File: src/design/adc_seq_defines.vh
`ifndef ADC_SEQ_DEFINES_VH
`define ADC_SEQ_DEFINES_VH

// ----------------------------------------
// Register indices (byte address = 4 x index)
// ----------------------------------------
`define IDX_WRAP_TRIG   6'h00
`define IDX_SEQ_CONFIG  6'h03
`define IDX_TIMING      6'h04
`define IDX_START       6'h05
`define IDX_STATUS      6'h08

// ----------------------------------------
// Field positions
// ----------------------------------------
`define TIM_SAMPLE_MSB  7
`define TIM_SAMPLE_LSB  5
`define TIM_DIV_MSB     4
`define TIM_DIV_LSB     0
`define ST_SPECIAL      6
`define ST_SCAN         5
`define ST_SWEEP        4
`define ST_CODE_MSB     3
`define ST_CODE_LSB     0
`define CFG_LEN_MSB     6
`define CFG_LEN_LSB     3
`define CFG_HALT_MSB    1
`define CFG_HALT_LSB    0
`define WT_ETRIG        7
`define WT_WRAP_MSB     3
`define WT_WRAP_LSB     0

// ----------------------------------------
// Reset values
// ----------------------------------------
`define TIMING_RST      8'h00
`define START_RST       8'h00
`define SEQ_CONFIG_RST  8'h20
`define WRAP_TRIG_RST   8'h0f

// ----------------------------------------
// Codes and counts
// ----------------------------------------
`define HALT_RUN        2'b00
`define HALT_FINISH     2'b10
`define HALT_IMMED      2'b11
`define SEQ_LEN_MAX     4'hc
`define INPUT_MAX       4'hb
`define CH_LATE_WRAP    4'h7
`define SRC_INT17       5'h11
`define SRC_VRH         5'h14
`define SRC_VRL         5'h15
`define SRC_VMID        5'h16

`endif

File: src/design/conv_clock_gen.v
`include "adc_seq_defines.vh"

// ----------------------------------------
// Conversion clock divider
// ----------------------------------------
module conv_clock_gen #(
  parameter PRS_W = 5
) (
  // Clock and reset
  input  wire             pclk,
  input  wire             presetn,
  // Control
  input  wire [PRS_W-1:0] clock_divider,
  input  wire             restart,
  // Conversion clock
  output reg              conv_clk_r,
  output reg              conv_tick_r
);

  reg [PRS_W-1:0] cnt_r;

  // Half period is divider+1 bus cycles; restart realigns phase on abort
  always @(posedge pclk or negedge presetn) begin
    if (!presetn) begin
      cnt_r       <= {PRS_W{1'b0}};
      conv_clk_r  <= 1'b0;
      conv_tick_r <= 1'b0;
    end else if (restart) begin
      cnt_r       <= {PRS_W{1'b0}};
      conv_clk_r  <= 1'b0;
      conv_tick_r <= 1'b0;
    end else if (cnt_r == clock_divider) begin
      cnt_r       <= {PRS_W{1'b0}};
      conv_clk_r  <= ~conv_clk_r;
      conv_tick_r <= ~conv_clk_r; // Pulse on rising edge
    end else begin
      cnt_r       <= cnt_r + 1'b1;
      conv_tick_r <= 1'b0;
    end
  end

endmodule

File: src/design/channel_decode.v
`include "adc_seq_defines.vh"

// ----------------------------------------
// Input select code to source decode
// ----------------------------------------
module channel_decode (
  // Selection
  input  wire       special_select,
  input  wire [3:0] input_select_code,
  // Decoded source
  output reg  [4:0] source_id,
  output reg        source_reserved
);

  // Reserved codes still drive a source id so the mux never floats
  always @* begin
    source_id       = 5'h00;
    source_reserved = 1'b0;
    if (!special_select) begin
      if (input_select_code > `INPUT_MAX)
        source_id = {1'b0, `INPUT_MAX};
      else
        source_id = {1'b0, input_select_code};
    end else begin
      case (input_select_code)
        4'h1:    source_id = `SRC_INT17;
        4'h4:    source_id = `SRC_VRH;
        4'h5:    source_id = `SRC_VRL;
        4'h6:    source_id = `SRC_VMID;
        default: source_reserved = 1'b1;
      endcase
    end
  end

endmodule

File: src/design/adc_seq_control.v
// What this block does
// - Debug halt: 00 runs, 10 finishes conversion then halts, 11 halts now.
// - Writing the timing register aborts the running sequence.
// - Sample length code 0..7 gives 4,6,8,10,12,16,20,24 conversion clocks.
// - Conversion clock is bus clock over two times divider plus one.
// - Writing the start register aborts and starts afresh with new settings.
// - With external trigger, one start write arms; each trigger starts a sequence.
// - A conversion starts when its sampling phase begins.
// - Special select bit maps the code onto internal sources.
// - Scan bit: zero runs one sequence, one repeats continuously.
// - External trigger ignores scan; each trigger runs exactly one sequence.
// - Without sweep, every sample uses the selected channel.
// - With sweep, start at selected channel, step once per conversion.
// - Sweep wraps to channel 0 after rollover channel, or first after 7.
// - Normal codes pick inputs 0..11; codes above 11 pick input 11.
// - Special codes: 1 internal 17, 4 high, 5 low, 6 midpoint ref.
// - Length codes 1..11 as given, others 12; reset length is 4.
// - Two debug halt bits sit in bits 1..0 of a control register.
`include "adc_seq_defines.vh"

module adc_seq_control #(
  parameter AW = 8
) (
  // Clock and reset
  input  wire          pclk,
  input  wire          presetn,
  // APB slave
  input  wire          psel,
  input  wire          penable,
  input  wire          pwrite,
  input  wire [AW-1:0] paddr,
  input  wire [31:0]   pwdata,
  output reg  [31:0]   prdata_r,
  output reg           pready_r,
  output reg           pslverr_r,
  // Pins
  input  wire          debug_freeze,
  input  wire          ext_trigger,
  // Analog core
  input  wire          convert_done,
  output wire          conv_clk,
  output reg           sample_active_r,
  output reg           convert_active_r,
  output reg           conv_start_r,
  output reg  [4:0]    source_sel_r,
  output reg           source_reserved_r,
  output reg           core_hold_r,
  output reg           seq_done_r
);

  // ----------------------------------------
  // States
  // ----------------------------------------
  localparam ST_IDLE    = 2'd0;
  localparam ST_SAMPLE  = 2'd1;
  localparam ST_CONVERT = 2'd2;
  localparam ST_GAP     = 2'd3;

  // ----------------------------------------
  // Functions
  // ----------------------------------------
  function reg_valid;
    input [5:0] idx;
    begin
      reg_valid = (idx == `IDX_WRAP_TRIG) || (idx == `IDX_SEQ_CONFIG) ||
                  (idx == `IDX_TIMING) || (idx == `IDX_START) ||
                  (idx == `IDX_STATUS);
    end
  endfunction

  function [4:0] sample_clocks;
    input [2:0] code;
    begin
      case (code)
        3'd0:    sample_clocks = 5'd4;
        3'd1:    sample_clocks = 5'd6;
        3'd2:    sample_clocks = 5'd8;
        3'd3:    sample_clocks = 5'd10;
        3'd4:    sample_clocks = 5'd12;
        3'd5:    sample_clocks = 5'd16;
        3'd6:    sample_clocks = 5'd20;
        default: sample_clocks = 5'd24;
      endcase
    end
  endfunction

  function [3:0] seq_len;
    input [3:0] code;
    begin
      if (code == 4'h0 || code >= `SEQ_LEN_MAX)
        seq_len = `SEQ_LEN_MAX;
      else
        seq_len = code;
    end
  endfunction

  // ----------------------------------------
  // Registers and state
  // ----------------------------------------
  reg  [7:0] timing_r;
  reg  [7:0] start_r;
  reg  [7:0] seq_config_r;
  reg  [7:0] wrap_trig_r;
  reg  [1:0] state_r;
  reg  [3:0] cur_ch_r;
  reg  [3:0] first_ch_r;
  reg        wrapped_r;
  reg  [3:0] conv_cnt_r;
  reg  [4:0] samp_cnt_r;
  reg        armed_r;
  reg        dbg_s1_r;
  reg        dbg_s2_r;
  reg        trg_s1_r;
  reg        trg_s2_r;
  reg        trg_d_r;
  wire       conv_tick;
  wire [4:0] src_id;
  wire       src_rsv;

  wire [5:0] idx      = paddr[7:2];
  wire       wr_acc   = psel & penable & pwrite & pready_r;
  wire       hit      = reg_valid(idx);
  wire       wr_tim   = wr_acc & (idx == `IDX_TIMING);
  wire       wr_start = wr_acc & (idx == `IDX_START);
  wire       etrig    = wrap_trig_r[`WT_ETRIG];
  wire [3:0] rollover = wrap_trig_r[`WT_WRAP_MSB:`WT_WRAP_LSB];
  wire [1:0] halt_sel = seq_config_r[`CFG_HALT_MSB:`CFG_HALT_LSB];
  wire [3:0] len      = seq_len(seq_config_r[`CFG_LEN_MSB:`CFG_LEN_LSB]);
  wire [4:0] samp_len = sample_clocks(timing_r[`TIM_SAMPLE_MSB:`TIM_SAMPLE_LSB]);
  wire       trg_edge = trg_s2_r & ~trg_d_r;
  // Mode 01 is reserved and behaves as run
  wire       halt_now = dbg_s2_r & (halt_sel == `HALT_IMMED);
  wire       halt_gap = dbg_s2_r & ((halt_sel == `HALT_IMMED) |
                                    (halt_sel == `HALT_FINISH));
  wire       busy     = (state_r != ST_IDLE);
  // Late wrap point applies only before the first wrap of the sweep
  wire [3:0] wrap_pt  = ((first_ch_r > rollover) && !wrapped_r) ?
                        `CH_LATE_WRAP : rollover;
  wire [3:0] ch_step  = (cur_ch_r == wrap_pt) ? 4'h0 : cur_ch_r + 4'h1;
  wire [3:0] ch_next  = start_r[`ST_SWEEP] ? ch_step : cur_ch_r;

  // ----------------------------------------
  // Submodules
  // ----------------------------------------
  conv_clock_gen #(
    .PRS_W (5)
  ) u_clk (
    .pclk          (pclk),
    .presetn       (presetn),
    .clock_divider (timing_r[`TIM_DIV_MSB:`TIM_DIV_LSB]),
    .restart       (wr_tim | wr_start),
    .conv_clk_r    (conv_clk),
    .conv_tick_r   (conv_tick)
  );

  channel_decode u_dec (
    .special_select    (start_r[`ST_SPECIAL]),
    .input_select_code (cur_ch_r),
    .source_id         (src_id),
    .source_reserved   (src_rsv)
  );

  // ----------------------------------------
  // Pin synchronisers
  // ----------------------------------------
  // Two flops each; edge detect compares the second stage with its delayed copy trg_d_r
  always @(posedge pclk or negedge presetn) begin
    if (!presetn) begin
      dbg_s1_r <= 1'b0;
      dbg_s2_r <= 1'b0;
      trg_s1_r <= 1'b0;
      trg_s2_r <= 1'b0;
      trg_d_r  <= 1'b0;
    end else begin
      dbg_s1_r <= debug_freeze;
      dbg_s2_r <= dbg_s1_r;
      trg_s1_r <= ext_trigger;
      trg_s2_r <= trg_s1_r;
      trg_d_r  <= trg_s2_r;
    end
  end

  // ----------------------------------------
  // APB slave
  // ----------------------------------------
  // One wait-free access phase; ready is raised for the access cycle only
  always @(posedge pclk or negedge presetn) begin
    if (!presetn) begin
      pready_r  <= 1'b0;
      pslverr_r <= 1'b0;
      prdata_r  <= 32'h0000_0000;
    end else begin
      pready_r  <= psel & ~penable & ~pready_r;
      pslverr_r <= psel & ~penable & ~hit;
      prdata_r  <= 32'h0000_0000;
      if (psel && !penable && !pwrite) begin
        case (idx)
          `IDX_WRAP_TRIG:  prdata_r <= {24'h000000, wrap_trig_r};
          `IDX_SEQ_CONFIG: prdata_r <= {24'h000000, seq_config_r};
          `IDX_TIMING:     prdata_r <= {24'h000000, timing_r};
          `IDX_START:      prdata_r <= {24'h000000, start_r};
          `IDX_STATUS:     prdata_r <= {21'h0, halt_now & busy,
                                        armed_r, busy, conv_cnt_r, cur_ch_r};
          default:         prdata_r <= 32'h0000_0000;
        endcase
      end
    end
  end

  // Register writes land at the access edge
  always @(posedge pclk or negedge presetn) begin
    if (!presetn) begin
      timing_r     <= `TIMING_RST;
      start_r      <= `START_RST;
      seq_config_r <= `SEQ_CONFIG_RST;
      wrap_trig_r  <= `WRAP_TRIG_RST;
    end else if (wr_acc) begin
      case (idx)
        `IDX_WRAP_TRIG:  wrap_trig_r  <= pwdata[7:0];
        `IDX_SEQ_CONFIG: seq_config_r <= {1'b0, pwdata[6:0]};
        `IDX_TIMING:     timing_r     <= pwdata[7:0];
        `IDX_START:      start_r      <= {1'b0, pwdata[6:0]};
        default:         timing_r     <= timing_r;
      endcase
    end
  end

  // ----------------------------------------
  // Source select to the core
  // ----------------------------------------
  // Registered decode trails a channel change by one bus cycle
  always @(posedge pclk or negedge presetn) begin
    if (!presetn) begin
      source_sel_r      <= 5'h00;
      source_reserved_r <= 1'b0;
      core_hold_r       <= 1'b0;
    end else begin
      source_sel_r      <= src_id;
      source_reserved_r <= src_rsv;
      core_hold_r       <= halt_now & busy;
    end
  end

  // ----------------------------------------
  // Sequencer
  // ----------------------------------------
  // Aborts take priority over any progress in the same cycle
  always @(posedge pclk or negedge presetn) begin
    if (!presetn) begin
      state_r          <= ST_IDLE;
      cur_ch_r         <= 4'h0;
      first_ch_r       <= 4'h0;
      wrapped_r        <= 1'b0;
      conv_cnt_r       <= 4'h0;
      samp_cnt_r       <= 5'h00;
      armed_r          <= 1'b0;
      sample_active_r  <= 1'b0;
      convert_active_r <= 1'b0;
      conv_start_r     <= 1'b0;
      seq_done_r       <= 1'b0;
    end else begin
      conv_start_r <= 1'b0;
      seq_done_r   <= 1'b0;
      if (wr_start) begin
        // New settings come straight from the write data
        state_r          <= ST_SAMPLE;
        cur_ch_r         <= pwdata[`ST_CODE_MSB:`ST_CODE_LSB];
        first_ch_r       <= pwdata[`ST_CODE_MSB:`ST_CODE_LSB];
        wrapped_r        <= 1'b0;
        conv_cnt_r       <= 4'h0;
        samp_cnt_r       <= 5'h00;
        armed_r          <= 1'b1;
        sample_active_r  <= 1'b1;
        convert_active_r <= 1'b0;
        conv_start_r     <= 1'b1;
      end else if (wr_tim) begin
        state_r          <= ST_IDLE;
        sample_active_r  <= 1'b0;
        convert_active_r <= 1'b0;
        conv_cnt_r       <= 4'h0;
      end else begin
        case (state_r)
          ST_IDLE: begin
            // Triggers are only honoured once armed by a start write
            if (etrig && armed_r && trg_edge) begin
              state_r         <= ST_SAMPLE;
              cur_ch_r        <= first_ch_r;
              wrapped_r       <= 1'b0;
              conv_cnt_r      <= 4'h0;
              samp_cnt_r      <= 5'h00;
              sample_active_r <= 1'b1;
              conv_start_r    <= 1'b1;
            end
          end
          ST_SAMPLE: begin
            if (conv_tick && !halt_now) begin
              if (samp_cnt_r == samp_len - 5'd1) begin
                state_r          <= ST_CONVERT;
                sample_active_r  <= 1'b0;
                convert_active_r <= 1'b1;
              end else begin
                samp_cnt_r <= samp_cnt_r + 5'd1;
              end
            end
          end
          ST_CONVERT: begin
            if (convert_done && !halt_now) begin
              convert_active_r <= 1'b0;
              if (conv_cnt_r == len - 4'h1) begin
                seq_done_r <= 1'b1;
                // Triggered runs are single; scan repeats from first channel
                if (start_r[`ST_SCAN] && !etrig) begin
                  state_r    <= ST_GAP;
                  cur_ch_r   <= first_ch_r;
                  wrapped_r  <= 1'b0;
                  conv_cnt_r <= 4'h0;
                end else begin
                  state_r <= ST_IDLE;
                end
              end else begin
                state_r    <= ST_GAP;
                conv_cnt_r <= conv_cnt_r + 4'h1;
                cur_ch_r   <= ch_next;
                if (start_r[`ST_SWEEP] && ch_step == 4'h0)
                  wrapped_r <= 1'b1;
              end
            end
          end
          ST_GAP: begin
            // Halt between conversions for both freezing modes
            if (!halt_gap) begin
              state_r         <= ST_SAMPLE;
              samp_cnt_r      <= 5'h00;
              sample_active_r <= 1'b1;
              conv_start_r    <= 1'b1;
            end
          end
          default: begin
            state_r <= ST_IDLE;
          end
        endcase
      end
    end
  end

endmodule

File: config.mk
export PLATFORM = sky130hd
export DESIGN_NAME = adc_seq_control
export DESIGN_NICKNAME = d
export VERILOG_FILES = /design/src/design/conv_clock_gen.v /design/src/design/channel_decode.v /design/src/design/adc_seq_control.v
export VERILOG_INCLUDE_DIRS = /design/src /design/src/design
export SDC_FILE = /design/constraint.sdc
export NUM_CORES = 1
export LEC_CHECK = 0
export BUFFER_PORTS_ARGS = -buffer_cell sky130_fd_sc_hd__buf_2
export CORE_UTILIZATION = 45
export DETAILED_ROUTE_END_ITERATION = 8
export PLACE_DENSITY = 0.7
export SLEW_MARGIN = 20
export SYNTH_ARGS = -nofsm -noshare
export SYNTH_HDL_FRONTEND = slang
export SYNTH_SLANG_ARGS = --single-unit
File: constraint.sdc
create_clock -name pclk -period 7.7 [get_ports pclk]
set_input_delay 0.77 -clock pclk [delete_from_list [all_inputs] [get_ports pclk]]
set_output_delay 0.77 -clock pclk [all_outputs]
set_load 0.03 [all_outputs]
==> flow_summary.ini, run 1 <==
[status]
status = finished with violations
failed_checks = design-rule violations

[synth]
synth_area_leaders = dfrtp_1 (41%), mux2_2 (6.2%), ha_1 (4.5%)
synth_cell_types = 65
synth_top_area_share_pct = 41.1
yosysMostFrequentCell = dfrtp_1
synthXorXnorAreaFrac_pct = 3.14
yosys_warnings = 0
synth_adder_area_share_pct = 4.48
synth_edf_count = 0
synth.cells.most_frequent = dfrtp_1 (78), nand2_1 (56), nor2_1 (33)
synth-simple-area-share_pct = 18.7
ys_ff_latch = 83
ys_seq_area_share_pct = 43.9
synth_top_family_by_area = simple AND/OR/NAND/NOR gates
synth_top_cell_by_area = dfrtp_1
postSynthCellCount = 487
async_flop_share_pct = 100
synth.avg_cell_area_um2 = 9.75
synth_top_flop_cell = dfrtp_1
synth_compound_area_share_pct = 15.5
syn_area_mm2 = 0.00475
synthMuxAreaShare_pct = 7.43

[worst_setup_path]
cp-start-kind = input pin
cp_cell_sequence = buf_2, or4_1, nor3_2, nand2_1, o311a_1, o211a_1, mux2i_1, o211ai_1
slowest_stage = or4_1
criticalPathCategory = input pin to register
critical-path-top-delay-family = simple AND/OR/NAND/NOR gates
crit_required_ns = 7.94
crit_buf_inv = 1
critPathArrivalTime_ns = 3.69
cp-end-kind = register
critical_path.max_stage_delay_ns = 0.68
critPathMaxFanout = 13

[global_route]
grt_overflow = 0
grt_pass1_wl_mm = 18.1
grt_max_degree = 84
track_usage_pct = 21.2
grt_pass1_vias = 3651
antenna_found_initial = 0

[min_path]
hold_class = register to register

[sta]
finalSetupViolCount = 0
finalSetupTns_ns = 0
final_min_period_over_clock_period_pct = 44.8
rsz0062_at_grt = false
finalHoldViolCount = 0
report.final.slew_viol_count = 0
whs_ns = 0.355
setup_ws_ns = 4.25
fmax_ghz = 0.290
max_slew_margin_pct = 40.2
period_minus_slack_ns = 3.45
tightest_slew_ns = 0.887
clock_skew_ns = 0.00865

[layout]
regArea_mm2 = 0.00208
final_layout_size_suffix_gt1_share_pct = 20.0
fin_nets = 585
nFillCells = 941
multi_input_area_mm2 = 0.00242
finalCoreUtilization_pct = 50.9
area_growth_pct = 10.2
final_cell_count_no_fill = 661
diodes = 0

[clocking]
clkLatencyLatePin_ns = 0.37
clkTransAtPathRegs_ns = 0.08
clkSinkCount = 83
clockBufferDepth = 2
post_cts_resized = 0
clockRootBuffer = clkbuf_8
numCtsBuffers = 9
cts_hold_buf = 0
cts_tree = done
htree_num_levels = 3
post_cts_buffers = 0

[floorplan]
die_h_um = 105
start_util_pct = 46.2
die_area_mm2 = 0.0110
die_x_um = 105
core_mm2 = 0.0103
pin_count = 94
rows = 37

[placement]
io_buffers = 46
dp_slack_ns = 3.97
gp_congestion = 0.858
placedCellCount = 645
dp_hpwl_mm = 7.94

[routing]
post_drt_via_cell_ratio = 5.76
drt-total-wl_mm = 11.2
num_vias = 3805
routedWlPerCell_um = 17.0
drtIter0Drc = 290
ant_nets = 0
drc = 2
dr.pass1.iters = 7

[run]
drv_cap = 0

[power]
irDropWorstVdd_mv = 0.179
powerDensity_mw_per_mm2 = 272
leakagePower_uw = 0.00242
==> cell usage in the layout (no fill, tap or decap), types with 11 or more instances in the layout <==
| cell | synthesis | final |
|---|---|---|
| dfrtp_1 | 78 | 78 |
| nand2_1 | 56 | 56 |
| buf_2 | 3 | 45 |
| nor2_1 | 33 | 33 |
| mux2_2 | 26 | 26 |
| conb_1 | 1 | 21 |
| nand3_1 | 20 | 20 |
| a21oi_1 | 18 | 18 |
| ha_1 | 17 | 17 |
| inv_1 | 16 | 16 |
| o21ai_0 | 15 | 15 |
| clkbuf_8 | 0 | 11 |
==> worst paths after layout <==
path / startpoint / to / slack, ns / cells after the start
min in group asynchronous: presetn / timing_r[2] / 0.43 / 1
setup reg to reg: wrap_trig_r[3] / wrapped_r / 4.71 / 9
hold reg to reg: trg_s1_r / trg_s2_r / 0.36 / 0
max in group asynchronous: presetn / samp_cnt_r[2] / 6.75 / 1
hold / removal: trg_s1_r / trg_s2_r / 0.36 / 0
setup / recovery: paddr[7] / cur_ch_r[2] / 4.25 / 8
==> metal layers <==
metal / vias up / track usage [%] / part of all wire [%]
met3: 25 / 4.74 / 6.1
met5: - / 0 / 0
met1: 1864 / 27.6 / 43
met2: 134 / 33.9 / 48
met4: 0 / 8.95 / 2.4
li1: 1782 / - / -
==> per-stage QoR <==
stage / power (uW) / cell area [um2]
floorplan: 925 / 4820
global placement: 1010 / 4970
detailed placement: 1020 / 4970
CTS: 1430 / 5230
global route: 1510 / 5230
finish: 1420 / 5230
==> logic make-up after synthesis <==
group           after synthesis
fa+ha+maj                    17
flops                        83
simple gates                175
other cells                   1
compound gates              101
mux                          32
buf+inv                      61
xor+xnor                     17
==> worst register-to-register path: stages (launching register included) <==
cell and delay (ns):
dfstp_2 0.58, inv_1 0.09, ha_1 0.36, a21oi_1 0.40
a41oi_1 0.19, a32o_1 0.28, a311oi_1 0.27, nand4_1 0.33
a32o_1 0.32, nor2_1 0.10
==> layout make-up <==
type	instances	area share, %
clock buffers	11	2.89
clock inverters	5	2.06
inverters	16	1.15
multi-input cells	363	46.2
flip-flops and latches	83	39.8
well taps	136	3.25
repair buffers	47	4.66
==> power breakdown <==
part / internal (uW) / switching, uW
clock: 235 / 166
combinational: 181 / 281
sequential: 492 / 67.3
==> sequential cells by signal (all words and copies together), names as in the netlist, 2 cells and up <==
register	count
prdata_r	11
timing_r	8
wrap_trig_r	8
seq_config_r	7
samp_cnt_r	5
source_sel_r	5
u_clk.cnt_r	5
conv_cnt_r	4
cur_ch_r	4
start_r	4
first_ch_r	3
state_r	2
No activity file was read; power rests on OpenSTA's default activity.
==> run 2: changes to the inputs <==
==> constraint.sdc (replaced) <==
create_clock -name pclk -period 3.4 [get_ports pclk]
set_input_delay 0.34 -clock pclk [delete_from_list [all_inputs] [get_ports pclk]]
set_output_delay 0.34 -clock pclk [all_outputs]
set_load 0.03 [all_outputs]
==> run 2 against run 1 <==
The run still ends with design-rule violations left. Sequential power up 130%. Largest power group unchanged. Global-route usage down 0.46 points. Setup slack worse by 3.9 ns. Combinational power up 130%. Register-to-register slack worse by 4.4 ns. Clock-buffer cell count up 1. Critical path type is now register to register. Critical path depth up 2. Utilization down 0.33 points.
==> flow_summary.ini, run 2 (synthesis results as in run 1) <==
[power]
leakagePower_uw = 0.00240
internal_power_uw = 1880
sw_frac_of_total_pct = 37.7
p_seq_share_pct = 42.1
p_comb_share_pct = 34.5
powerDensity_mw_per_mm2 = 581
p_switching_uw = 1140
irDropWorstVdd_mv = 0.415
power.share.clock_pct = 23.4

[sta]
finalHoldViolCount = 0
clock_skew_ns = 0.0117
tightest_slew_ns = 0.891
setup_ws_ns = 0.327
fmax_ghz = 0.325
finalSetupTns_ns = 0
finalSetupViolCount = 0
max_slew_margin_pct = 40.0
final_min_period_over_clock_period_pct = 90.4
report.final.slew_viol_count = 0
period_minus_slack_ns = 3.07
rsz0062_at_grt = false

[clocking]
post_cts_resized = 0
cts_tree = done
clockBufferDepth = 2
post_cts_buffers = 0
clkSinkCount = 83
clockRootBuffer = clkbuf_8
htree_num_levels = 3
cts_hold_buf = 0
clkTransAtPathRegs_ns = 0.09
numCtsBuffers = 9
clkLatencyLatePin_ns = 0.36

[layout]
area_growth_pct = 9.52
final_cell_mix = dfrtp_1 (78), nand2_1 (56), buf_2 (45), nor2_1 (33), mux2_2 (26)
largest_register = prdata_r
diodes = 0
finalCoreUtilization_pct = 50.6
fin_nets = 589
top_regs = prdata_r: 11 flops, timing_r: 8 flops, wrap_trig_r: 8 flops
final_layout_size_suffix_gt1_share_pct = 20.2
largest_reg_flops = 11
layout_commonest_cell = dfrtp_1

[worst_setup_path]
endpoint = cur_ch_r[0]
critPathMaxFanout = 7
criticalPathCategory = register to register
ff2ff_setup_slack_ns = 0.33
worst-r2r-cell-count = 10
startpoint = seq_config_r[5]
crit_required_ns = 3.67
timing.rr.start = seq_config_r[5]
r2r-end = cur_ch_r[0]
cp-end-kind = register
critPathArrivalTime_ns = 3.34
cp-start-kind = register

[global_route]
track_usage_pct = 20.7
antenna_found_initial = 0
grt_max_degree = 84
grt_pass1_vias = 3516
grt_pass1_wl_mm = 17.8
grt_overflow = 0
use_met1_pct = 28.2
grt.busiest_layer = met2
gr-usage-met2_pct = 33.5
grt_use_met3_pct = 3.37

[floorplan]
die_h_um = 105
core_mm2 = 0.0103
rows = 37
start_util_pct = 46.2
pin_count = 94
die_x_um = 105
die_area_mm2 = 0.0110

[routing]
post_drt_via_cell_ratio = 5.67
drt-total-wl_mm = 11.0
num_vias = 3769
ant_nets = 0
drc = 2
routedWlPerCell_um = 16.6
drtIter0Drc = 231
dr.pass1.iters = 9

[run]
drv_cap = 0

[status]
status = finished with violations
failed_checks = design-rule violations

[placement]
io_buffers = 46
dp_hpwl_mm = 8.01
gp_congestion = 0.837
dp_slack_ns = 0.436

[min_path]
hold_class = input pin to async pin
run 2: cell count changes in the layout (fill, tap and decap cells not counted):
| cell | previous run | this run |
|---|---|---|
| clkbuf_8 | 11 | 10 |
| inv_6 | 1 | 0 |
| clkbuf_1 | 0 | 2 |
| bufinv_16 | 3 | 1 |
| buf_4 | 1 | 5 |
| clkinv_4 | 1 | 0 |
| clkinv_2 | 0 | 1 |
| clkinvlp_4 | 0 | 2 |
run 2: layout make-up:
class / count / area [um2]
Clock buffer: 12 / 145
Clock inverter: 4 / 50.0
Fill cell: 956 / 5080
Inverter: 16 / 60.1
Multi-Input combinational cell: 363 / 2420
Sequential cell: 83 / 2080
Tap cell: 136 / 170
Timing Repair Buffer: 51 / 274
run 2: worst min-delay path by stage:
stage,endpoint,depth (start not counted)
floorplan,armed_r,0
global placement,dbg_s2_r,0
detailed placement,dbg_s2_r,0
CTS,dbg_s1_r,1
global route,dbg_s1_r,1
finish,timing_r[1],1
run 2: layer usage:
metal / part of all wire (%) / wire length (um) / vias up
li1: - / - / 1782
met1: 45 / 4950 / 1832
met2: 48 / 5250 / 133
met3: 5.7 / 635 / 22
met4: 2.0 / 216 / 0
met5: 0 / 0 / -
run 2: worst max-delay path, stage by stage (launching register included):
cell and delay, ns:
dfstp_2 0.61, nand2_1 0.12, nand2_1 0.09, ha_1 0.16, xor2_1 0.28, or3b_4 0.20, a2111oi_4 0.07, o21ai_0 0.72
and2_0 0.42, nand3_1 0.15, a31oi_1 0.18
run 2: through the flow:
step / instance area, um2 / instances / hold WS [ns] / power [uW]
final: 5200 / 665 / 0.0295 / 3020
after detailed placement: 5000 / 649 / 0.337 / 2330
after global placement: 5000 / 649 / 0.334 / 2290
after CTS: 5190 / 665 / 0.0645 / 3040
after floorplan: 4820 / 507 / 0.0444 / 2100
after global routing: 5200 / 665 / 0.0671 / 3220
run 2: power by group through the flow:
stage | registers [uW] | logic (uW) | clock network, uW
4_1_cts | 1270 | 1040 | 726
3_5_place_dp | 1290 | 1030 | 0
6_report | 1270 | 1040 | 707
5_1_grt | 1290 | 1160 | 770
2_1_floorplan | 1300 | 795 | 0
3_3_place_gp | 1280 | 1010 | 0
==> run 3: changes to the inputs <==
--- a/config.mk
+++ b/config.mk
@@ -8,6 +8,7 @@
 export LEC_CHECK = 0
 export BUFFER_PORTS_ARGS = -buffer_cell sky130_fd_sc_hd__buf_2
 export CORE_UTILIZATION = 45
+export CTS_BUF_LIST = sky130_fd_sc_hd__clkbuf_16
 export DETAILED_ROUTE_END_ITERATION = 8
 export PLACE_DENSITY = 0.7
 export SLEW_MARGIN = 20
==> run 3 against run 2 <==
The run still ends with design-rule violations left. Critical path type unchanged. Clock-buffer cell count down 3. Sequential share of layout area is 0.69 points lower. Clock power grew 33%. First-iteration DRC count is 12% higher. Die area did not move. Largest cell class unchanged. Wire length is 0.76% higher. Utilization grew 0.89 points. Worst hold slack improved by 0.011 ns. Register-to-register slack improved by 0.03 ns. Cell count did not move. Sequential cell count unchanged.
==> flow_summary.ini, run 3 (synthesis results as in run 1) <==
[worst_setup_path]
criticalPathCategory = register to register
cp-start-kind = register
crit_required_ns = 3.65
cp-end-kind = register
r2r-end = cur_ch_r[0]
timing.rr.start = seq_config_r[5]
worst-r2r-cell-count = 10
critPathMaxFanout = 7
ff2ff_setup_slack_ns = 0.36
critPathArrivalTime_ns = 3.29

[routing]
drc = 2
drt-total-wl_mm = 11.1
dr.pass1.iters = 8
ant_nets = 0
num_vias = 3799
drtIter0Drc = 259
post_drt_via_cell_ratio = 5.71
routedWlPerCell_um = 16.7

[layout]
largest_reg_flops = 11
area_growth_pct = 11.4
fin_nets = 589
layout_commonest_cell = dfrtp_1
final_layout_size_suffix_gt1_share_pct = 20.0
top_regs = prdata_r: 11 flops, timing_r: 8 flops, wrap_trig_r: 8 flops
largest_register = prdata_r
final_cell_mix = dfrtp_1 (78), nand2_1 (56), buf_2 (45), nor2_1 (33), mux2_2 (26)
diodes = 0

[clocking]
post_cts_resized = 0
numCtsBuffers = 9
htree_num_levels = 3
clockRootBuffer = clkbuf_16
cts_tree = done
clkTransAtPathRegs_ns = 0.06
clkSinkCount = 83
clkLatencyLatePin_ns = 0.34
post_cts_buffers = 0
clockBufferDepth = 2
cts_hold_buf = 0

[sta]
tightest_slew_ns = 0.886
whs_ns = 0.0405
finalHoldViolCount = 0
fmax_ghz = 0.329
final_min_period_over_clock_period_pct = 89.4
period_minus_slack_ns = 3.04
rsz0062_at_grt = false
clock_skew_ns = 0.0101
max_slew_margin_pct = 40.3
finalSetupTns_ns = 0
finalSetupViolCount = 0
report.final.slew_viol_count = 0

[global_route]
grt_pass1_wl_mm = 17.7
track_usage_pct = 20.8
grt_overflow = 0
antenna_found_initial = 0
grt_pass1_vias = 3541
grt_max_degree = 84

[placement]
dp_hpwl_mm = 8.01
io_buffers = 46
gp_congestion = 0.837

[status]
status = finished with violations
failed_checks = design-rule violations

[floorplan]
start_util_pct = 46.2
core_mm2 = 0.0103
die_area_mm2 = 0.0110
pin_count = 94
rows = 37
die_h_um = 105
die_x_um = 105

[power]
internal_power_uw = 2080
p_comb_share_pct = 32.0
sw_frac_of_total_pct = 35.9
irDropWorstVdd_mv = 0.490
p_seq_share_pct = 39.1
p_switching_uw = 1170
power.share.clock_pct = 28.9
leakagePower_uw = 0.00245
powerDensity_mw_per_mm2 = 615

[min_path]
hold_class = input pin to async pin

[run]
drv_cap = 0
## run 3: cell count changes in the layout (fill, tap and decap cells not counted)
cell       delta
clkbuf_8     -10
clkbuf_16     +9
clkbuf_1      -2
inv_1         +2
clkinv_1      +1
## run 3: power by group through the flow
stage | registers, uW | logic [uW] | clock network, uW
6_report | 1270 | 1040 | 939
3_3_place_gp | 1280 | 1010 | 0
3_5_place_dp | 1290 | 1030 | 0
5_1_grt | 1290 | 1160 | 1000
2_1_floorplan | 1300 | 795 | 0
4_1_cts | 1270 | 1040 | 954
## run 3: how the worst max path moves through the flow
stage / start / to / slack (ns) / cells past startpoint
4_1_cts: seq_config_r[5] / cur_ch_r[0] / 0.41 / 10
5_1_grt: seq_config_r[5] / cur_ch_r[0] / 0.19 / 10
2_1_floorplan: seq_config_r[5] / cur_ch_r[2] / 0.82 / 11
3_5_place_dp: seq_config_r[5] / cur_ch_r[0] / 0.44 / 10
6_report: seq_config_r[5] / cur_ch_r[0] / 0.36 / 10
3_3_place_gp: seq_config_r[5] / conv_cnt_r[2] / 0.53 / 10
## run 3: critical path: stages, from the launching register on
cell,delay (ns)
dfstp_2,0.61
nand2_1,0.12
nand2_1,0.09
ha_1,0.16
xor2_1,0.28
or3b_4,0.20
a2111oi_4,0.07
o21ai_0,0.71
and2_0,0.40
nand3_1,0.14
a31oi_1,0.17
## run 3: routing by layer
metal	global-route usage, %	vias to the layer above	share of wire (%)
met3	3.99	18	6.1
met2	33.4	130	48
met1	27.7	1866	44
li1	-	1785	-
met5	0	-	0
met4	8.35	0	2.1
## run 3: layout make-up
cell class	instances	area, um2
tap	136	170
clock inverter	7	61.3
clock buffer	9	225
timing repair buffer	51	274
inverter	16	60.1
sequential	83	2080
multi-input combinational	363	2420
fill	934	4990
## run 3: stage by stage
stage	instances	worst slack [ns]	total power (uW)	cell area (um2)	util, %
after floorplan	507	0.821	2100	4820	-
after global placement	649	0.535	2290	5000	48.6
after detailed placement	649	0.436	2330	5000	48.6
after CTS	665	0.408	3270	5290	51.4
after global routing	665	0.186	3450	5290	51.5
final	665	0.361	3250	5290	51.5
